File: config.mk
export PLATFORM = sky130hd
export DESIGN_NAME = servo_status_out
export DESIGN_NICKNAME = d
export VERILOG_FILES = /design/src/verilog/servo_status_pkg.sv /design/src/verilog/mag_compare.sv /design/src/verilog/servo_status_out.sv
export SDC_FILE = /design/constraint.sdc
export NUM_CORES = 1
export LEC_CHECK = 0
export BUFFER_PORTS_ARGS = -buffer_cell sky130_fd_sc_hd__buf_2
export CELL_PAD_IN_SITES_DETAIL_PLACEMENT = 1
export CELL_PAD_IN_SITES_GLOBAL_PLACEMENT = 2
export CORE_MARGIN = 3
export CORE_UTILIZATION = 30
export DETAILED_ROUTE_END_ITERATION = 10
export GPL_TIMING_DRIVEN = 0
export HOLD_SLACK_MARGIN = 0.1
export PLACE_DENSITY = 0.72
export SETUP_SLACK_MARGIN = 0.4
export SLEW_MARGIN = 20
export SYNTH_ARGS = -nofsm -noshare
export SYNTH_HDL_FRONTEND = slang
export SYNTH_SLANG_ARGS = --single-unit
export TNS_END_PERCENT = 30
File: constraint.sdc
create_clock -name pclk -period 3.2 [get_ports pclk]
set_input_delay 0.48 -clock pclk [delete_from_list [all_inputs] [get_ports pclk]]
set_output_delay 0.48 -clock pclk [all_outputs]
set_load 0.01 [all_outputs]
File: src/verilog/servo_status_pkg.sv
// Package of register map, field layout, timing and shared types for the status output block
package servo_status_pkg;
   // Clock and timing
   localparam int CLK_PERIOD_NS = 25;
   localparam int CTRL_PERIOD_NS = 1000;
   localparam int CTRL_CYC = (CTRL_PERIOD_NS + CLK_PERIOD_NS - 1) / CLK_PERIOD_NS;
   localparam int SER_BIT_NS = 500;
   localparam int SER_BIT_CYC = (SER_BIT_NS / CLK_PERIOD_NS) < 2 ? 2 : SER_BIT_NS / CLK_PERIOD_NS;
   localparam int SER_HALF_CYC = SER_BIT_CYC / 2;
   localparam int INDEX_HOLD_NS = 2000;
   localparam int INDEX_HOLD_CYC = (INDEX_HOLD_NS + CLK_PERIOD_NS - 1) / CLK_PERIOD_NS;

   // Register byte offsets
   localparam logic [7:0] CTRL_OFS = 8'h00;
   localparam logic [7:0] COMPL_W_OFS = 8'h04;
   localparam logic [7:0] APPR_W_OFS = 8'h08;
   localparam logic [7:0] COINC_W_OFS = 8'h0c;
   localparam logic [7:0] ROT_LVL_OFS = 8'h10;
   localparam logic [7:0] TRQ_LIM_OFS = 8'h14;
   localparam logic [7:0] SPD_LIM_OFS = 8'h18;
   localparam logic [7:0] STATUS_OFS = 8'h1c;
   localparam logic [7:0] INT_STAT_OFS = 8'h20;
   localparam logic [7:0] INT_MASK_OFS = 8'h24;
   localparam logic [7:0] ALARM_OFS = 8'h28;

   // CTRL fields
   localparam int CTRL_MODE_LSB = 0;
   localparam int CTRL_INV_BIT = 2;
   localparam int CTRL_ABS_BIT = 3;
   localparam int CTRL_BRAKE_BIT = 4;
   localparam logic [4:0] CTRL_RST = 5'h00;

   // Interrupt status bits
   localparam int IRQ_DONE_BIT = 0;
   localparam int IRQ_WARN_BIT = 1;
   localparam int IRQ_FAULT_BIT = 2;
   localparam int IRQ_INDEX_BIT = 3;
   localparam int IRQ_W = 4;
   localparam logic [3:0] INT_MASK_RST = 4'h0;

   // Reset values of width and level parameters
   localparam logic [23:0] COMPL_W_RST = 24'h00000a;
   localparam logic [23:0] APPR_W_RST = 24'h000064;
   localparam logic [23:0] COINC_W_RST = 24'h00000a;
   localparam logic [23:0] ROT_LVL_RST = 24'h000014;
   localparam logic [23:0] TRQ_LIM_RST = 24'h007fff;
   localparam logic [23:0] SPD_LIM_RST = 24'h007fff;

   typedef enum logic [1:0] {MODE_POS, MODE_SPEED, MODE_TORQUE, MODE_TERM} ctrl_mode_t;
   typedef enum logic [1:0] {CMP_WITHIN, CMP_REACH, CMP_EXCEED} cmp_mode_t;

   typedef struct packed {
      logic a;
      logic b;
      logic c;
   } enc_in_t;

   typedef struct packed {
      logic warning;
      logic speed_limit;
      logic torque_limit;
      logic rotation;
      logic speed_match;
      logic approach;
      logic done;
   } flags_t;
endpackage : servo_status_pkg
File: src/verilog/mag_compare.sv
// Registered magnitude comparator of a signed difference against a width or level
`timescale 1ns/10ps
`default_nettype none
module mag_compare #(
   parameter int W = 16
) (
   input wire logic pclk,
   input wire logic presetn,
   input wire logic ce,
   input wire logic tick,
   input wire logic gate,
   input wire servo_status_pkg::cmp_mode_t mode,
   input wire logic [W-1:0] a,
   input wire logic [W-1:0] b,
   input wire logic [W-1:0] lim,
   output logic hit_r
);
   import servo_status_pkg::*;

   logic [W:0] diff;
   logic [W:0] mag;
   logic [W:0] lim_x;
   logic hit_nxt;

   // Sign-extended so the difference never wraps
   assign diff = {a[W-1], a} - {b[W-1], b};
   assign mag = diff[W] ? (~diff + 1'b1) : diff;
   assign lim_x = {1'b0, lim};

   always_comb begin
      case (mode)
         CMP_WITHIN: hit_nxt = mag <= lim_x;
         CMP_REACH: hit_nxt = mag >= lim_x;
         CMP_EXCEED: hit_nxt = mag > lim_x;
         default: hit_nxt = 1'b0;
      endcase
   end

   // Evaluated once per control cycle only
   always_ff @(posedge pclk or negedge presetn) begin
      if (!presetn) begin
         hit_r <= 1'b0;
      end else if (ce && tick) begin
         hit_r <= gate && hit_nxt;
      end
   end
endmodule : mag_compare
`default_nettype wire

File: src/verilog/servo_status_out.sv
// Status, alarm and encoder retransmission outputs of a servo drive, with APB registers
//
// The placing of the registers and the APB register port were decided locally.
`timescale 1ns/10ps
`default_nettype none
module servo_status_out #(
   parameter int POS_W = 24,
   parameter int SPD_W = 16,
   parameter int REV_W = 16
) (
   input wire logic pclk,
   input wire logic presetn,
   input wire logic ce,
   input wire logic psel,
   input wire logic penable,
   input wire logic pwrite,
   input wire logic [7:0] paddr,
   input wire logic [31:0] pwdata,
   output logic [31:0] prdata,
   output logic pready,
   output logic pslverr,
   input wire logic [POS_W-1:0] pos_err,
   input wire logic [SPD_W-1:0] speed_cmd,
   input wire logic [SPD_W-1:0] speed_meas,
   input wire logic [SPD_W-1:0] torque_out,
   input wire logic warning_in,
   input wire logic alarm_in,
   input wire logic [2:0] alarm_code_in,
   input wire servo_status_pkg::enc_in_t enc,
   input wire logic [REV_W-1:0] rev_count,
   input wire logic abs_req,
   output logic positioning_done_flag,
   output logic approach_flag,
   output logic speed_match_flag,
   output logic rotation_detect_flag,
   output logic torque_limit_flag,
   output logic speed_limit_flag,
   output logic warning_flag,
   output logic brake_control_out,
   output logic alarm_code_bit0,
   output logic alarm_code_bit1,
   output logic alarm_code_bit2,
   output logic fault_output,
   output logic quad_out_a,
   output logic quad_out_b,
   output logic index_out_c,
   output logic revolution_serial_out,
   output logic index_mark_out,
   output logic irq
);
   import servo_status_pkg::*;

   typedef enum {SER_IDLE, SER_START, SER_DATA, SER_STOP} ser_state_t;

   logic [4:0] ctrl_r;
   logic [23:0] compl_w_r, appr_w_r, coinc_w_r, rot_lvl_r, trq_lim_r, spd_lim_r;
   logic [IRQ_W-1:0] int_stat_r, int_mask_r, int_set;
   logic [7:0] ctrl_cnt_r;
   logic tick_r;
   logic pos_mode;
   logic inv;
   logic wr_en, rd_setup;
   logic [31:0] rd_nxt;
   logic rd_err;
   flags_t flags;
   logic done_prev_r, warn_prev_r, fault_prev_r, c_prev_r;
   logic [7:0] idx_cnt_r;
   ser_state_t ser_state_r;
   logic [7:0] bit_tmr_r;
   logic [7:0] bit_idx_r;
   logic [REV_W-1:0] sh_r;
   logic ser_line_r, ser_clk_r;
   logic abs_xfer, ser_go, bit_end;

   assign pos_mode = ctrl_r[CTRL_MODE_LSB +: 2] == MODE_POS;
   assign inv = ctrl_r[CTRL_INV_BIT];
   assign abs_xfer = abs_req && pos_mode;

   // Control cycle tick
   always_ff @(posedge pclk or negedge presetn) begin
      if (!presetn) begin
         ctrl_cnt_r <= 8'h00;
         tick_r <= 1'b0;
      end else if (ce) begin
         tick_r <= ctrl_cnt_r == 8'(CTRL_CYC - 1);
         ctrl_cnt_r <= (ctrl_cnt_r == 8'(CTRL_CYC - 1)) ? 8'h00 : ctrl_cnt_r + 8'h01;
      end
   end

   // Comparator flags
   mag_compare #(.W(POS_W)) u_done (.pclk(pclk), .presetn(presetn), .ce(ce), .tick(tick_r),
      .gate(pos_mode), .mode(CMP_WITHIN), .a(pos_err), .b('0),
      .lim(POS_W'(compl_w_r)), .hit_r(positioning_done_flag));
   mag_compare #(.W(POS_W)) u_appr (.pclk(pclk), .presetn(presetn), .ce(ce), .tick(tick_r),
      .gate(pos_mode), .mode(CMP_WITHIN), .a(pos_err), .b('0),
      .lim(POS_W'(appr_w_r)), .hit_r(approach_flag));
   mag_compare #(.W(SPD_W)) u_coin (.pclk(pclk), .presetn(presetn), .ce(ce), .tick(tick_r),
      .gate(1'b1), .mode(CMP_WITHIN), .a(speed_cmd), .b(speed_meas),
      .lim(SPD_W'(coinc_w_r)), .hit_r(speed_match_flag));
   mag_compare #(.W(SPD_W)) u_rot (.pclk(pclk), .presetn(presetn), .ce(ce), .tick(tick_r),
      .gate(1'b1), .mode(CMP_EXCEED), .a(speed_meas), .b('0),
      .lim(SPD_W'(rot_lvl_r)), .hit_r(rotation_detect_flag));
   mag_compare #(.W(SPD_W)) u_trq (.pclk(pclk), .presetn(presetn), .ce(ce), .tick(tick_r),
      .gate(1'b1), .mode(CMP_REACH), .a(torque_out), .b('0),
      .lim(SPD_W'(trq_lim_r)), .hit_r(torque_limit_flag));
   mag_compare #(.W(SPD_W)) u_spd (.pclk(pclk), .presetn(presetn), .ce(ce), .tick(tick_r),
      .gate(1'b1), .mode(CMP_REACH), .a(speed_meas), .b('0),
      .lim(SPD_W'(spd_lim_r)), .hit_r(speed_limit_flag));

   always_ff @(posedge pclk or negedge presetn) begin
      if (!presetn) begin
         warning_flag <= 1'b0;
      end else if (ce && tick_r) begin
         warning_flag <= warning_in;
      end
   end

   assign flags = '{warning: warning_flag, speed_limit: speed_limit_flag,
                    torque_limit: torque_limit_flag, rotation: rotation_detect_flag,
                    speed_match: speed_match_flag, approach: approach_flag,
                    done: positioning_done_flag};

   // Alarm, fault and brake; an alarm forces the brake to hold
   always_ff @(posedge pclk or negedge presetn) begin
      if (!presetn) begin
         {alarm_code_bit2, alarm_code_bit1, alarm_code_bit0} <= 3'h0;
         fault_output <= 1'b0;
         brake_control_out <= 1'b0;
      end else if (ce) begin
         {alarm_code_bit2, alarm_code_bit1, alarm_code_bit0} <=
            alarm_in ? alarm_code_in : 3'h0;
         fault_output <= alarm_in;
         brake_control_out <= ctrl_r[CTRL_BRAKE_BIT] && !alarm_in;
      end
   end

   // Index mark stretched so a slow receiver sees it
   always_ff @(posedge pclk or negedge presetn) begin
      if (!presetn) begin
         idx_cnt_r <= 8'h00;
         index_mark_out <= 1'b0;
      end else if (ce) begin
         if (enc.c) begin
            idx_cnt_r <= 8'(INDEX_HOLD_CYC - 1);
            index_mark_out <= 1'b1;
         end else if (idx_cnt_r != 8'h00) begin
            idx_cnt_r <= idx_cnt_r - 8'h01;
         end else begin
            index_mark_out <= 1'b0;
         end
      end
   end

   // Serial frame: low start bit, count LSB first, high stop bit; B carries bit clock only for an abs_req frame in position mode
   assign bit_end = bit_tmr_r == 8'(SER_BIT_CYC - 1);
   assign ser_go = abs_xfer || (ctrl_r[CTRL_ABS_BIT] && enc.c && !c_prev_r);

   always_ff @(posedge pclk or negedge presetn) begin
      if (!presetn) begin
         ser_state_r <= SER_IDLE;
         bit_tmr_r <= 8'h00;
         bit_idx_r <= 8'h00;
         sh_r <= '0;
         ser_line_r <= 1'b1;
         ser_clk_r <= 1'b0;
      end else if (ce) begin
         bit_tmr_r <= (ser_state_r == SER_IDLE || bit_end) ? 8'h00 : bit_tmr_r + 8'h01;
         ser_clk_r <= ser_state_r != SER_IDLE && bit_tmr_r < 8'(SER_HALF_CYC);
         case (ser_state_r)
            SER_IDLE: begin
               ser_line_r <= 1'b1;
               if (ser_go) begin
                  sh_r <= rev_count;
                  ser_line_r <= 1'b0;
                  ser_state_r <= SER_START;
               end
            end
            SER_START: begin
               if (bit_end) begin
                  ser_line_r <= sh_r[0];
                  bit_idx_r <= 8'h00;
                  ser_state_r <= SER_DATA;
               end
            end
            SER_DATA: begin
               if (bit_end) begin
                  if (bit_idx_r == 8'(REV_W - 1)) begin
                     ser_line_r <= 1'b1;
                     ser_state_r <= SER_STOP;
                  end else begin
                     ser_line_r <= sh_r[1];
                     sh_r <= sh_r >> 1;
                     bit_idx_r <= bit_idx_r + 8'h01;
                  end
               end
            end
            SER_STOP: begin
               if (bit_end) begin
                  ser_state_r <= SER_IDLE;
               end
            end
            default: ser_state_r <= SER_IDLE;
         endcase
      end
   end

   // Encoder retransmission and absolute data path
   always_ff @(posedge pclk or negedge presetn) begin
      if (!presetn) begin
         quad_out_a <= 1'b0;
         quad_out_b <= 1'b0;
         index_out_c <= 1'b0;
         revolution_serial_out <= 1'b1;
         c_prev_r <= 1'b0;
      end else if (ce) begin
         c_prev_r <= enc.c;
         index_out_c <= enc.c;
         revolution_serial_out <= ser_line_r;
         if (abs_xfer) begin
            quad_out_a <= ser_line_r;
            quad_out_b <= ser_clk_r;
         end else begin
            quad_out_a <= enc.a ^ inv;
            quad_out_b <= enc.b ^ inv;
         end
      end
   end

   // Interrupt events on rising edges
   always_ff @(posedge pclk or negedge presetn) begin
      if (!presetn) begin
         {done_prev_r, warn_prev_r, fault_prev_r} <= 3'h0;
      end else if (ce) begin
         {done_prev_r, warn_prev_r, fault_prev_r} <=
            {positioning_done_flag, warning_flag, fault_output};
      end
   end

   always_comb begin
      int_set = '0;
      int_set[IRQ_DONE_BIT] = positioning_done_flag && !done_prev_r;
      int_set[IRQ_WARN_BIT] = warning_flag && !warn_prev_r;
      int_set[IRQ_FAULT_BIT] = fault_output && !fault_prev_r;
      int_set[IRQ_INDEX_BIT] = enc.c && !c_prev_r;
   end

   // APB slave: zero wait states, read data captured in the setup phase, write data taken in the access phase
   assign wr_en = psel && penable && pwrite;
   assign rd_setup = psel && !penable;

   always_comb begin
      rd_nxt = 32'h0;
      rd_err = 1'b0;
      case (paddr)
         CTRL_OFS: rd_nxt = 32'(ctrl_r);
         COMPL_W_OFS: rd_nxt = 32'(compl_w_r);
         APPR_W_OFS: rd_nxt = 32'(appr_w_r);
         COINC_W_OFS: rd_nxt = 32'(coinc_w_r);
         ROT_LVL_OFS: rd_nxt = 32'(rot_lvl_r);
         TRQ_LIM_OFS: rd_nxt = 32'(trq_lim_r);
         SPD_LIM_OFS: rd_nxt = 32'(spd_lim_r);
         STATUS_OFS: rd_nxt = 32'(flags);
         INT_STAT_OFS: rd_nxt = 32'(int_stat_r);
         INT_MASK_OFS: rd_nxt = 32'(int_mask_r);
         ALARM_OFS: rd_nxt = 32'({fault_output, alarm_code_bit2, alarm_code_bit1,
                                  alarm_code_bit0});
         default: rd_err = 1'b1;
      endcase
   end

   always_ff @(posedge pclk or negedge presetn) begin
      if (!presetn) begin
         prdata <= 32'h0;
         pslverr <= 1'b0;
         pready <= 1'b0;
      end else if (ce) begin
         pready <= 1'b1;
         if (rd_setup) begin
            prdata <= pwrite ? 32'h0 : rd_nxt;
            pslverr <= rd_err;
         end
      end
   end

   always_ff @(posedge pclk or negedge presetn) begin
      if (!presetn) begin
         ctrl_r <= CTRL_RST;
         compl_w_r <= COMPL_W_RST;
         appr_w_r <= APPR_W_RST;
         coinc_w_r <= COINC_W_RST;
         rot_lvl_r <= ROT_LVL_RST;
         trq_lim_r <= TRQ_LIM_RST;
         spd_lim_r <= SPD_LIM_RST;
         int_mask_r <= INT_MASK_RST;
      end else if (ce && wr_en) begin
         case (paddr)
            CTRL_OFS: ctrl_r <= pwdata[4:0];
            COMPL_W_OFS: compl_w_r <= pwdata[23:0];
            APPR_W_OFS: appr_w_r <= pwdata[23:0];
            COINC_W_OFS: coinc_w_r <= pwdata[23:0];
            ROT_LVL_OFS: rot_lvl_r <= pwdata[23:0];
            TRQ_LIM_OFS: trq_lim_r <= pwdata[23:0];
            SPD_LIM_OFS: spd_lim_r <= pwdata[23:0];
            INT_MASK_OFS: int_mask_r <= pwdata[IRQ_W-1:0];
            default: ;
         endcase
      end
   end

   // Set wins over a simultaneous write-one-to-clear
   always_ff @(posedge pclk or negedge presetn) begin
      if (!presetn) begin
         int_stat_r <= '0;
         irq <= 1'b0;
      end else if (ce) begin
         int_stat_r <= (int_stat_r & ~((wr_en && paddr == INT_STAT_OFS) ?
            pwdata[IRQ_W-1:0] : '0)) | int_set;
         irq <= |(int_stat_r & int_mask_r);
      end
   end
endmodule : servo_status_out
`default_nettype wire

==> key figures, run 1 <==
Setup path
  • CP Max Fanout: 3
  • Most frequent CP cell: or4_4
  • Reg2reg setup slack: 0.61 ns
  • Buffer and inverter count on the worst path: 1
  • Reg2reg start: bit_tmr_r[1]$_DFFE_PN0P_
  • WP data arrival: 4.32 ns
  • Worst setup EP type: flop
  • Cells along the critical path: buf_8 > or4_4 > or4_4 > or4_4 > or3_4 > or4_4 > o41ai_4 > xnor2_2 > ha_1 > a21o_1 > a211oi_2 > o21ai_2 > o41ai_1
  • Cells on worst reg2reg path: 9
  • CP top delay family: simple AND/OR/NAND/NOR gates
  • Max stage delay on crit path: 0.52 ns
  • Setup crit start: pos_err[3]
  • Worst setup path class: primary input to flop
  • Critical Path Start Type: primary input
  • CP required: 3.67 ns
  • Critical-path top delay cell: or4_4
  • Reg2reg end: bit_idx_r[7]$_DFFE_PN0P_
  • Worst path depth: 13
  • Critical path endpoint: u_appr.hit_r$_DFFE_PN0P_

Timing
  • # setup viols final: 3
  • Clk_skew: 0.0187 ns
  • RSZ-0062 raised after global routing: true
  • Rel. slew slack: 40.2%
  • Max-slew violation count: 0
  • Crit share post-route: 120%
  • Post-route minimum period: 3.86 ns
  • Setup TNS: -1.79 ns
  • Fmax: 259 MHz
  • Final hold vios: 0
  • Setup WS post-layout: -0.656 ns
  • Worst-margin pin slew: 0.897 ns

Route
  • Vias per cell: 5.24
  • Drt pass-1 iters: 5
  • Via count: 13514
  • Iter 0 DRT Violations: 800
  • Routed WL: 57.2 mm
  • Residual DRC: 0
  • WL per Instance: 22.2 µm
  • Post-DRT Antenna Nets: 0

Placement
  • GP Congestion: 0.823
  • DPL Wire Length: 44.2 mm
  • # port buffers: 177

Die
  • DIE HEIGHT: 239 µm
  • IO Count: 195
  • Die width: 239 µm
  • Core Box Area: 0.0530 mm²
  • Starting Density: 30.6%
  • Die area: 0.0569 mm²
  • Std-Cell Rows: 84

Pwr
  • Total chip power: 9240 µW
  • Pwr dens: 470 mW/mm²
  • Worst IR Drop VDD: 0.372 mV
  • Pleak: 0.00882 µW

Synthesis
  • Async set-reset flop share out of synthesis: 100%
  • Synth Area per Inst: 9.99 µm²
  • Multiplexer area fraction after synthesis: 12.3%
  • Syn. warnings: 0
  • Cell taking the most area after synthesis: dfrtp_1
  • Largest family of logic cells by synthesized area: compound AO/OA/AOI/OAI gates
  • Synth top area share: 33.3%
  • Main synth FF type: dfrtp_1
  • Adder-Cell Fraction of Synth Area: 11.0%
  • Top cells by area, synth: dfrtp_1 33%, mux2_2 11%, ha_1 11%
  • Post-Synth Simple-Gate Area: 11.3%
  • Count leader, synth: dfrtp_1
  • Top cells by count, synth: 216 x dfrtp_1, 162 x mux2_2, 156 x inv_1
  • Synth unique cells: 65
  • Post-Syn Area: 0.0162 mm²
  • Post-synthesis compound-gate area fraction: 15.0%
  • Sequential share of the synthesized area: 40.0%
  • EDFF count, synth: 0
  • Count of state elements after synthesis: 257
  • Syn Inst Count: 1623
  • Xor/xnor cell area share of the yosys netlist: 5.18%

Clock network
  • Clk sinks: 257
  • Clock tree buffer depth: 3
  • H-tree Lvls: 1
  • Root Buffer Master: clkbuf_16
  • Clock latency on the worst-skew pair: 0.57 ns
  • CTS tree: yes
  • Total CTS buffers: 29
  • Worst-path clk slew: 0.06 ns

GRT
  • Initial antenna violation count: 12
  • Vias in the first global route: 14356
  • Pin count of the biggest net entering global routing: 95
  • Remaining Overflow, GRT: 0
  • Global-route wire length before repair: 86.9 mm
  • Total global-route track usage: 19.8%

Finish
  • Layout Utilization: 37.1%
  • Nets: 2146
  • Share of cells above drive strength 1: 28.8%
  • Area Overhead vs Synth: 21.2%

Outcome
  • Failing checks: negative setup slack
  • Status: complete, but fails checks

Worst hold path
  • Hold Path Class: primary input to flop

Job
  • Max-cap violations: 0
-- how the worst min path moves through the flow --
stage,slack [ns],from,cells after the start,end
finish,0.15,warning_in,2,warning_flag$_DFFE_PN0P_
global placement,0.45,pready$_DFFE_PN0P_,1,pready$_DFFE_PN0P_
global route,0.14,rev_count[15],2,sh_r[15]$_DFFE_PN0P_
floorplan,0.18,presetn,0,alarm_code_bit0$_DFFE_PN0P_
detailed placement,0.45,pready$_DFFE_PN0P_,1,pready$_DFFE_PN0P_
CTS,0.13,warning_in,2,warning_flag$_DFFE_PN0P_
-- per-layer routing --
metal | track usage (%) | wire (µm) | up-vias
li1 | - | - | 6301
met1 | 25.5 | 25100 | 6891
met2 | 34.3 | 28000 | 230
met3 | 4.04 | 2720 | 80
met4 | 4.36 | 1180 | 12
met5 | 0 | 75 | -
-- power breakdown --
part	total (µW)	internal, µW	switching (µW)
logic	2140	921	1210
clock network	3410	1940	1470
registers	3690	3500	196
total	9240	6360	2880
-- sequential cells by signal, indices dropped and copies added (netlist names), 2 cells and up --
signal       count
int_mask_r       4
spd_lim_r       24
sh_r            16
int_stat_r       4
ctrl_r           5
appr_w_r        24
trq_lim_r       24
coinc_w_r       24
idx_cnt_r        8
prdata          24
compl_w_r       24
ser_state_r      2
ctrl_cnt_r       8
bit_tmr_r        8
rot_lvl_r       24
bit_idx_r        8
-- cells in the final DEF, fill, tap and decap left out, types with 31 or more instances in the layout --
cell	Yosys	routed
a21o_1	31	31
a21oi_1	61	58
a22oi_1	43	43
buf_2	0	173
clkbuf_1	49	42
dfrtp_1	216	216
dfstp_2	41	41
ha_1	141	136
inv_1	156	154
mux2_2	162	162
nand2_1	124	123
nor2_1	82	77
o21ai_0	96	87
xnor2_1	73	66
-- what timing repair did --
action / 4_1_cts / 5_1_grt
hold endpoints to repair: 84 / 0
setup buffers: 6 / 13
pin swaps: 9 / 31
setup endpoints to repair: 80 / 36
hold buffers: 1 / 0
gates resized for setup: 49 / 61
-- stage by stage --
| stage | hold slack (ns) | cell area [µm²] | worst slack (ns) | std cells |
|---|---|---|---|---|
| finish | 0.153 | 19700 | -0.656 | 2577 |
| global route | 0.143 | 19600 | -0.845 | 2573 |
| CTS | 0.127 | 19300 | -0.751 | 2559 |
| detailed placement | 0.449 | 18100 | -2.03 | 2498 |
| global placement | 0.451 | 18000 | -3.28 | 2495 |
| floorplan | 0.184 | 16200 | -0.985 | 1630 |
-- layout make-up --
| class | count | area, µm² |
|---|---|---|
| Buffer | 60 | 295 |
| Antenna cell | 5 | 12.5 |
| Clock buffer | 42 | 855 |
| Fill cell | 6071 | 33300 |
| Tap cell | 688 | 861 |
| Timing Repair Buffer | 200 | 1160 |
| Sequential cell | 257 | 6480 |
| Clock inverter | 12 | 103 |
| Multi-Input combinational cell | 1156 | 9290 |
| Inverter | 157 | 596 |
-- cells by family (layout without fill, tap and decap cells) --
kind of cell,after synthesis,after routing
adders and majority gates,142,142
AOI/OAI and AO/OA,362,362
buffers and inverters,217,471
and+or+nand+nor,369,369
other,1,13
DFF,257,257
muxes,179,179
xor gates and xnor gates,96,96
Note: power is estimated with default switching activity, not from simulation.
==> inputs of run 2 (changes only) <==
- SKIP_LAST_GASP: unset -> 1
==> run 2 against run 1 <==
Effect of this change: the flow still finishes with violations (negative setup slack); die area unchanged; fmax is essentially flat; critical path depth did not move; cell area down 0.32%; routed wire length shrank 0.12%; utilization fell by 0.12 points; total power barely moved; clock power is essentially flat.
==> key figures, run 2 (synthesis gave the netlist of run 1 again) <==
Setup path
  • Cells along the critical path: buf_8 > or4_4 > or4_4 > or4_4 > or3_4 > or4_4 > o41ai_4 > xnor2_2 > ha_1 > a21o_1 > a211oi_2 > o21ai_2 > o41ai_1
  • Buffer and inverter count on the worst path: 1 (unchanged)
  • Critical-path top delay cell: or4_4
  • Worst setup EP type: flop
  • Reg2reg start: bit_tmr_r[1]$_DFFE_PN0P_
  • Max stage delay on crit path: 0.52 ns (about the same)
  • Most frequent CP cell: or4_4
  • Setup crit start: pos_err[3]
  • Critical Path Start Type: primary input
  • CP top delay family: simple AND/OR/NAND/NOR gates
  • Worst setup path class: primary input to flop
  • CP required: 3.67 ns (about the same)
  • WP data arrival: 4.32 ns (about the same)
  • CP Max Fanout: 3 (unchanged)

Clock network
  • Worst-path clk slew: 0.06 ns (about the same)
  • H-tree Lvls: 1 (unchanged)
  • Clk sinks: 257 (unchanged)
  • Clock latency on the worst-skew pair: 0.57 ns (about the same)
  • Clock tree buffer depth: 3 (unchanged)
  • Total CTS buffers: 29 (unchanged)
  • CTS tree: yes
  • Root Buffer Master: clkbuf_16

Timing
  • Crit share post-route: 120% (about the same)
  • Rel. slew slack: 39.5% (-0.71 points)
  • Max-slew violation count: 0 (unchanged)
  • RSZ-0062 raised after global routing: true
  • Clk_skew: 0.0172 ns (-0.00149 ns)
  • Post-route minimum period: 3.85 ns (-0.00171 ns)
  • # setup viols final: 3 (unchanged)
  • Worst-margin pin slew: 0.908 ns (+0.0107 ns)
  • Fmax: 259 MHz (about the same)
  • Final hold vios: 0 (unchanged)
  • Setup WS post-layout: -0.654 ns (+0.00171 ns)

GRT
  • Total global-route track usage: 19.8% (unchanged)
  • Initial antenna violation count: 12 (unchanged)
  • Remaining Overflow, GRT: 0 (unchanged)
  • Pin count of the biggest net entering global routing: 95 (unchanged)
  • Vias in the first global route: 14352 (-0.028%)
  • Global-route wire length before repair: 86.9 mm (about the same)

Pwr
  • Sw frac: 31.1% (-0.039 points)
  • Flop pwr share: 40.0% (about the same)
  • Switching Power: 2870 µW (-0.22%)
  • Part of the power in the clock network: 36.9% (about the same)
  • Pwr dens: 471 mW/mm² (+0.23%)
  • Pleak: 0.00878 µW (-0.42%)
  • Worst IR Drop VDD: 0.375 mV (+0.97%)
  • P_int: 6360 µW (about the same)
  • Combinational share of power: 23.1% (about the same)

Placement
  • DPL Wire Length: 44.2 mm (unchanged)
  • # port buffers: 177 (unchanged)
  • GP Congestion: 0.823 (unchanged)
  • Placed inst area: 0.0181 mm² (unchanged)

Finish
  • Area Overhead vs Synth: 20.8%
  • Most frequent cells in the layout: 216 x dfrtp_1, 173 x buf_2, 162 x mux2_2
  • Cell area after layout: 0.0196 mm² (-0.32%)
  • Leading cell type in the layout, fill and taps excluded: dfrtp_1
  • Layout Utilization: 37.0% (-0.12 points)
  • Share of cells above drive strength 1: 28.4% (-0.45 points)
  • Nets: 2144 (-0.093%)

Job
  • Max-cap violations: 0 (unchanged)

Worst hold path
  • Hold Path Class: primary input to flop
  • Hold Startpoint: warning_in

Route
  • Iter 0 DRT Violations: 779 (-2.6%)
  • Vias per cell: 5.24 (about the same)
  • Drt pass-1 iters: 5 (unchanged)
  • Residual DRC: 0 (unchanged)
  • Post-DRT Antenna Nets: 0 (unchanged)
  • Routed WL: 57.1 mm (-0.12%)
  • Via count: 13495 (-0.14%)
  • WL per Instance: 22.2 µm (about the same)

Outcome
  • Status: complete, but fails checks
  • Failing checks: negative setup slack

Die
  • Core Box Area: 0.0530 mm² (unchanged)
  • Die area: 0.0569 mm² (unchanged)
  • Starting Density: 30.6% (unchanged)
  • DIE HEIGHT: 239 µm (unchanged)
  • Std-Cell Rows: 84 (unchanged)
  • IO Count: 195 (unchanged)
  • Die width: 239 µm (unchanged)
## run 2: routing by layer
metal / global-route usage, % / vias up / wire [µm]
li1: - / 6300 / -
met1: 25.5 / 6870 / 25000
met2: 34.3 / 233 / 28000
met3: 4.04 / 80 / 2780
met4: 4.36 / 12 / 1200
met5: 0 / - / 75
## run 2: through the flow
stage	std cells	hold WS (ns)	TNS (ns)	total power (µW)	setup slack, ns
6_report	2575	0.150	-1.78	9230	-0.654
2_1_floorplan	1630	0.184	-2.73	5060	-0.985
5_1_grt	2571	0.143	-2.20	9780	-0.845
3_3_place_gp	2495	0.451	-820.91	5680	-3.28
4_1_cts	2559	0.127	-2.39	9250	-0.758
3_5_place_dp	2498	0.449	-61.09	5780	-2.03
## run 2: worst register-to-register path, stage by stage (launching register included)
cell and delay, ns:
dfrtp_1 0.44, ha_2 0.26, nor2b_1 0.20, nand4b_1 0.28, or3_4 0.49, a21oi_2 0.18, and4_1 0.28, nand3_1 0.12
xor2_1 0.16, nor2_1 0.05
## run 2: layout make-up
class | count | area, µm²
diodes | 5 | 12.5
plain buffers | 60 | 287
clock buffers | 42 | 855
clock inverters | 12 | 103
fillers | 6074 | 33400
inverters | 157 | 596
multi-input cells | 1156 | 9250
flip-flops and latches | 257 | 6480
well taps | 688 | 861
repair buffers | 198 | 1140
## run 2: what timing repair did
action	CTS	global route
hold buffers	1	0
buffers inserted	6	11
pin swaps	9	30
hold endpoints to repair	84	0
resized for setup	44	58
endpoints found under the setup margin	80	108
## run 2: worst paths after layout
| path | end | slack, ns | cells past startpoint |
|---|---|---|---|
| min | warning_flag$_DFFE_PN0P_ | 0.15 | 2 |
| min in group asynchronous | compl_w_r[20]$_DFFE_PN0P_ | 0.50 | 3 |
| max in group asynchronous | ser_line_r$_DFFE_PN1P_ | 1.41 | 5 |
| min reg2reg | pslverr$_DFFE_PN0P_ | 0.48 | 2 |
| max | u_appr.hit_r$_DFFE_PN0P_ | -0.65 | 13 |
| max reg2reg | bit_idx_r[7]$_DFFE_PN0P_ | 0.61 | 9 |
## run 2: power by group through the flow
stage,logic [µW],clock network (µW),registers [µW]
finish,2130,3400,3690
global route,2430,3610,3730
CTS,2090,3460,3700
detailed placement,2030,0,3750
global placement,1940,0,3740
floorplan,1360,0,3700
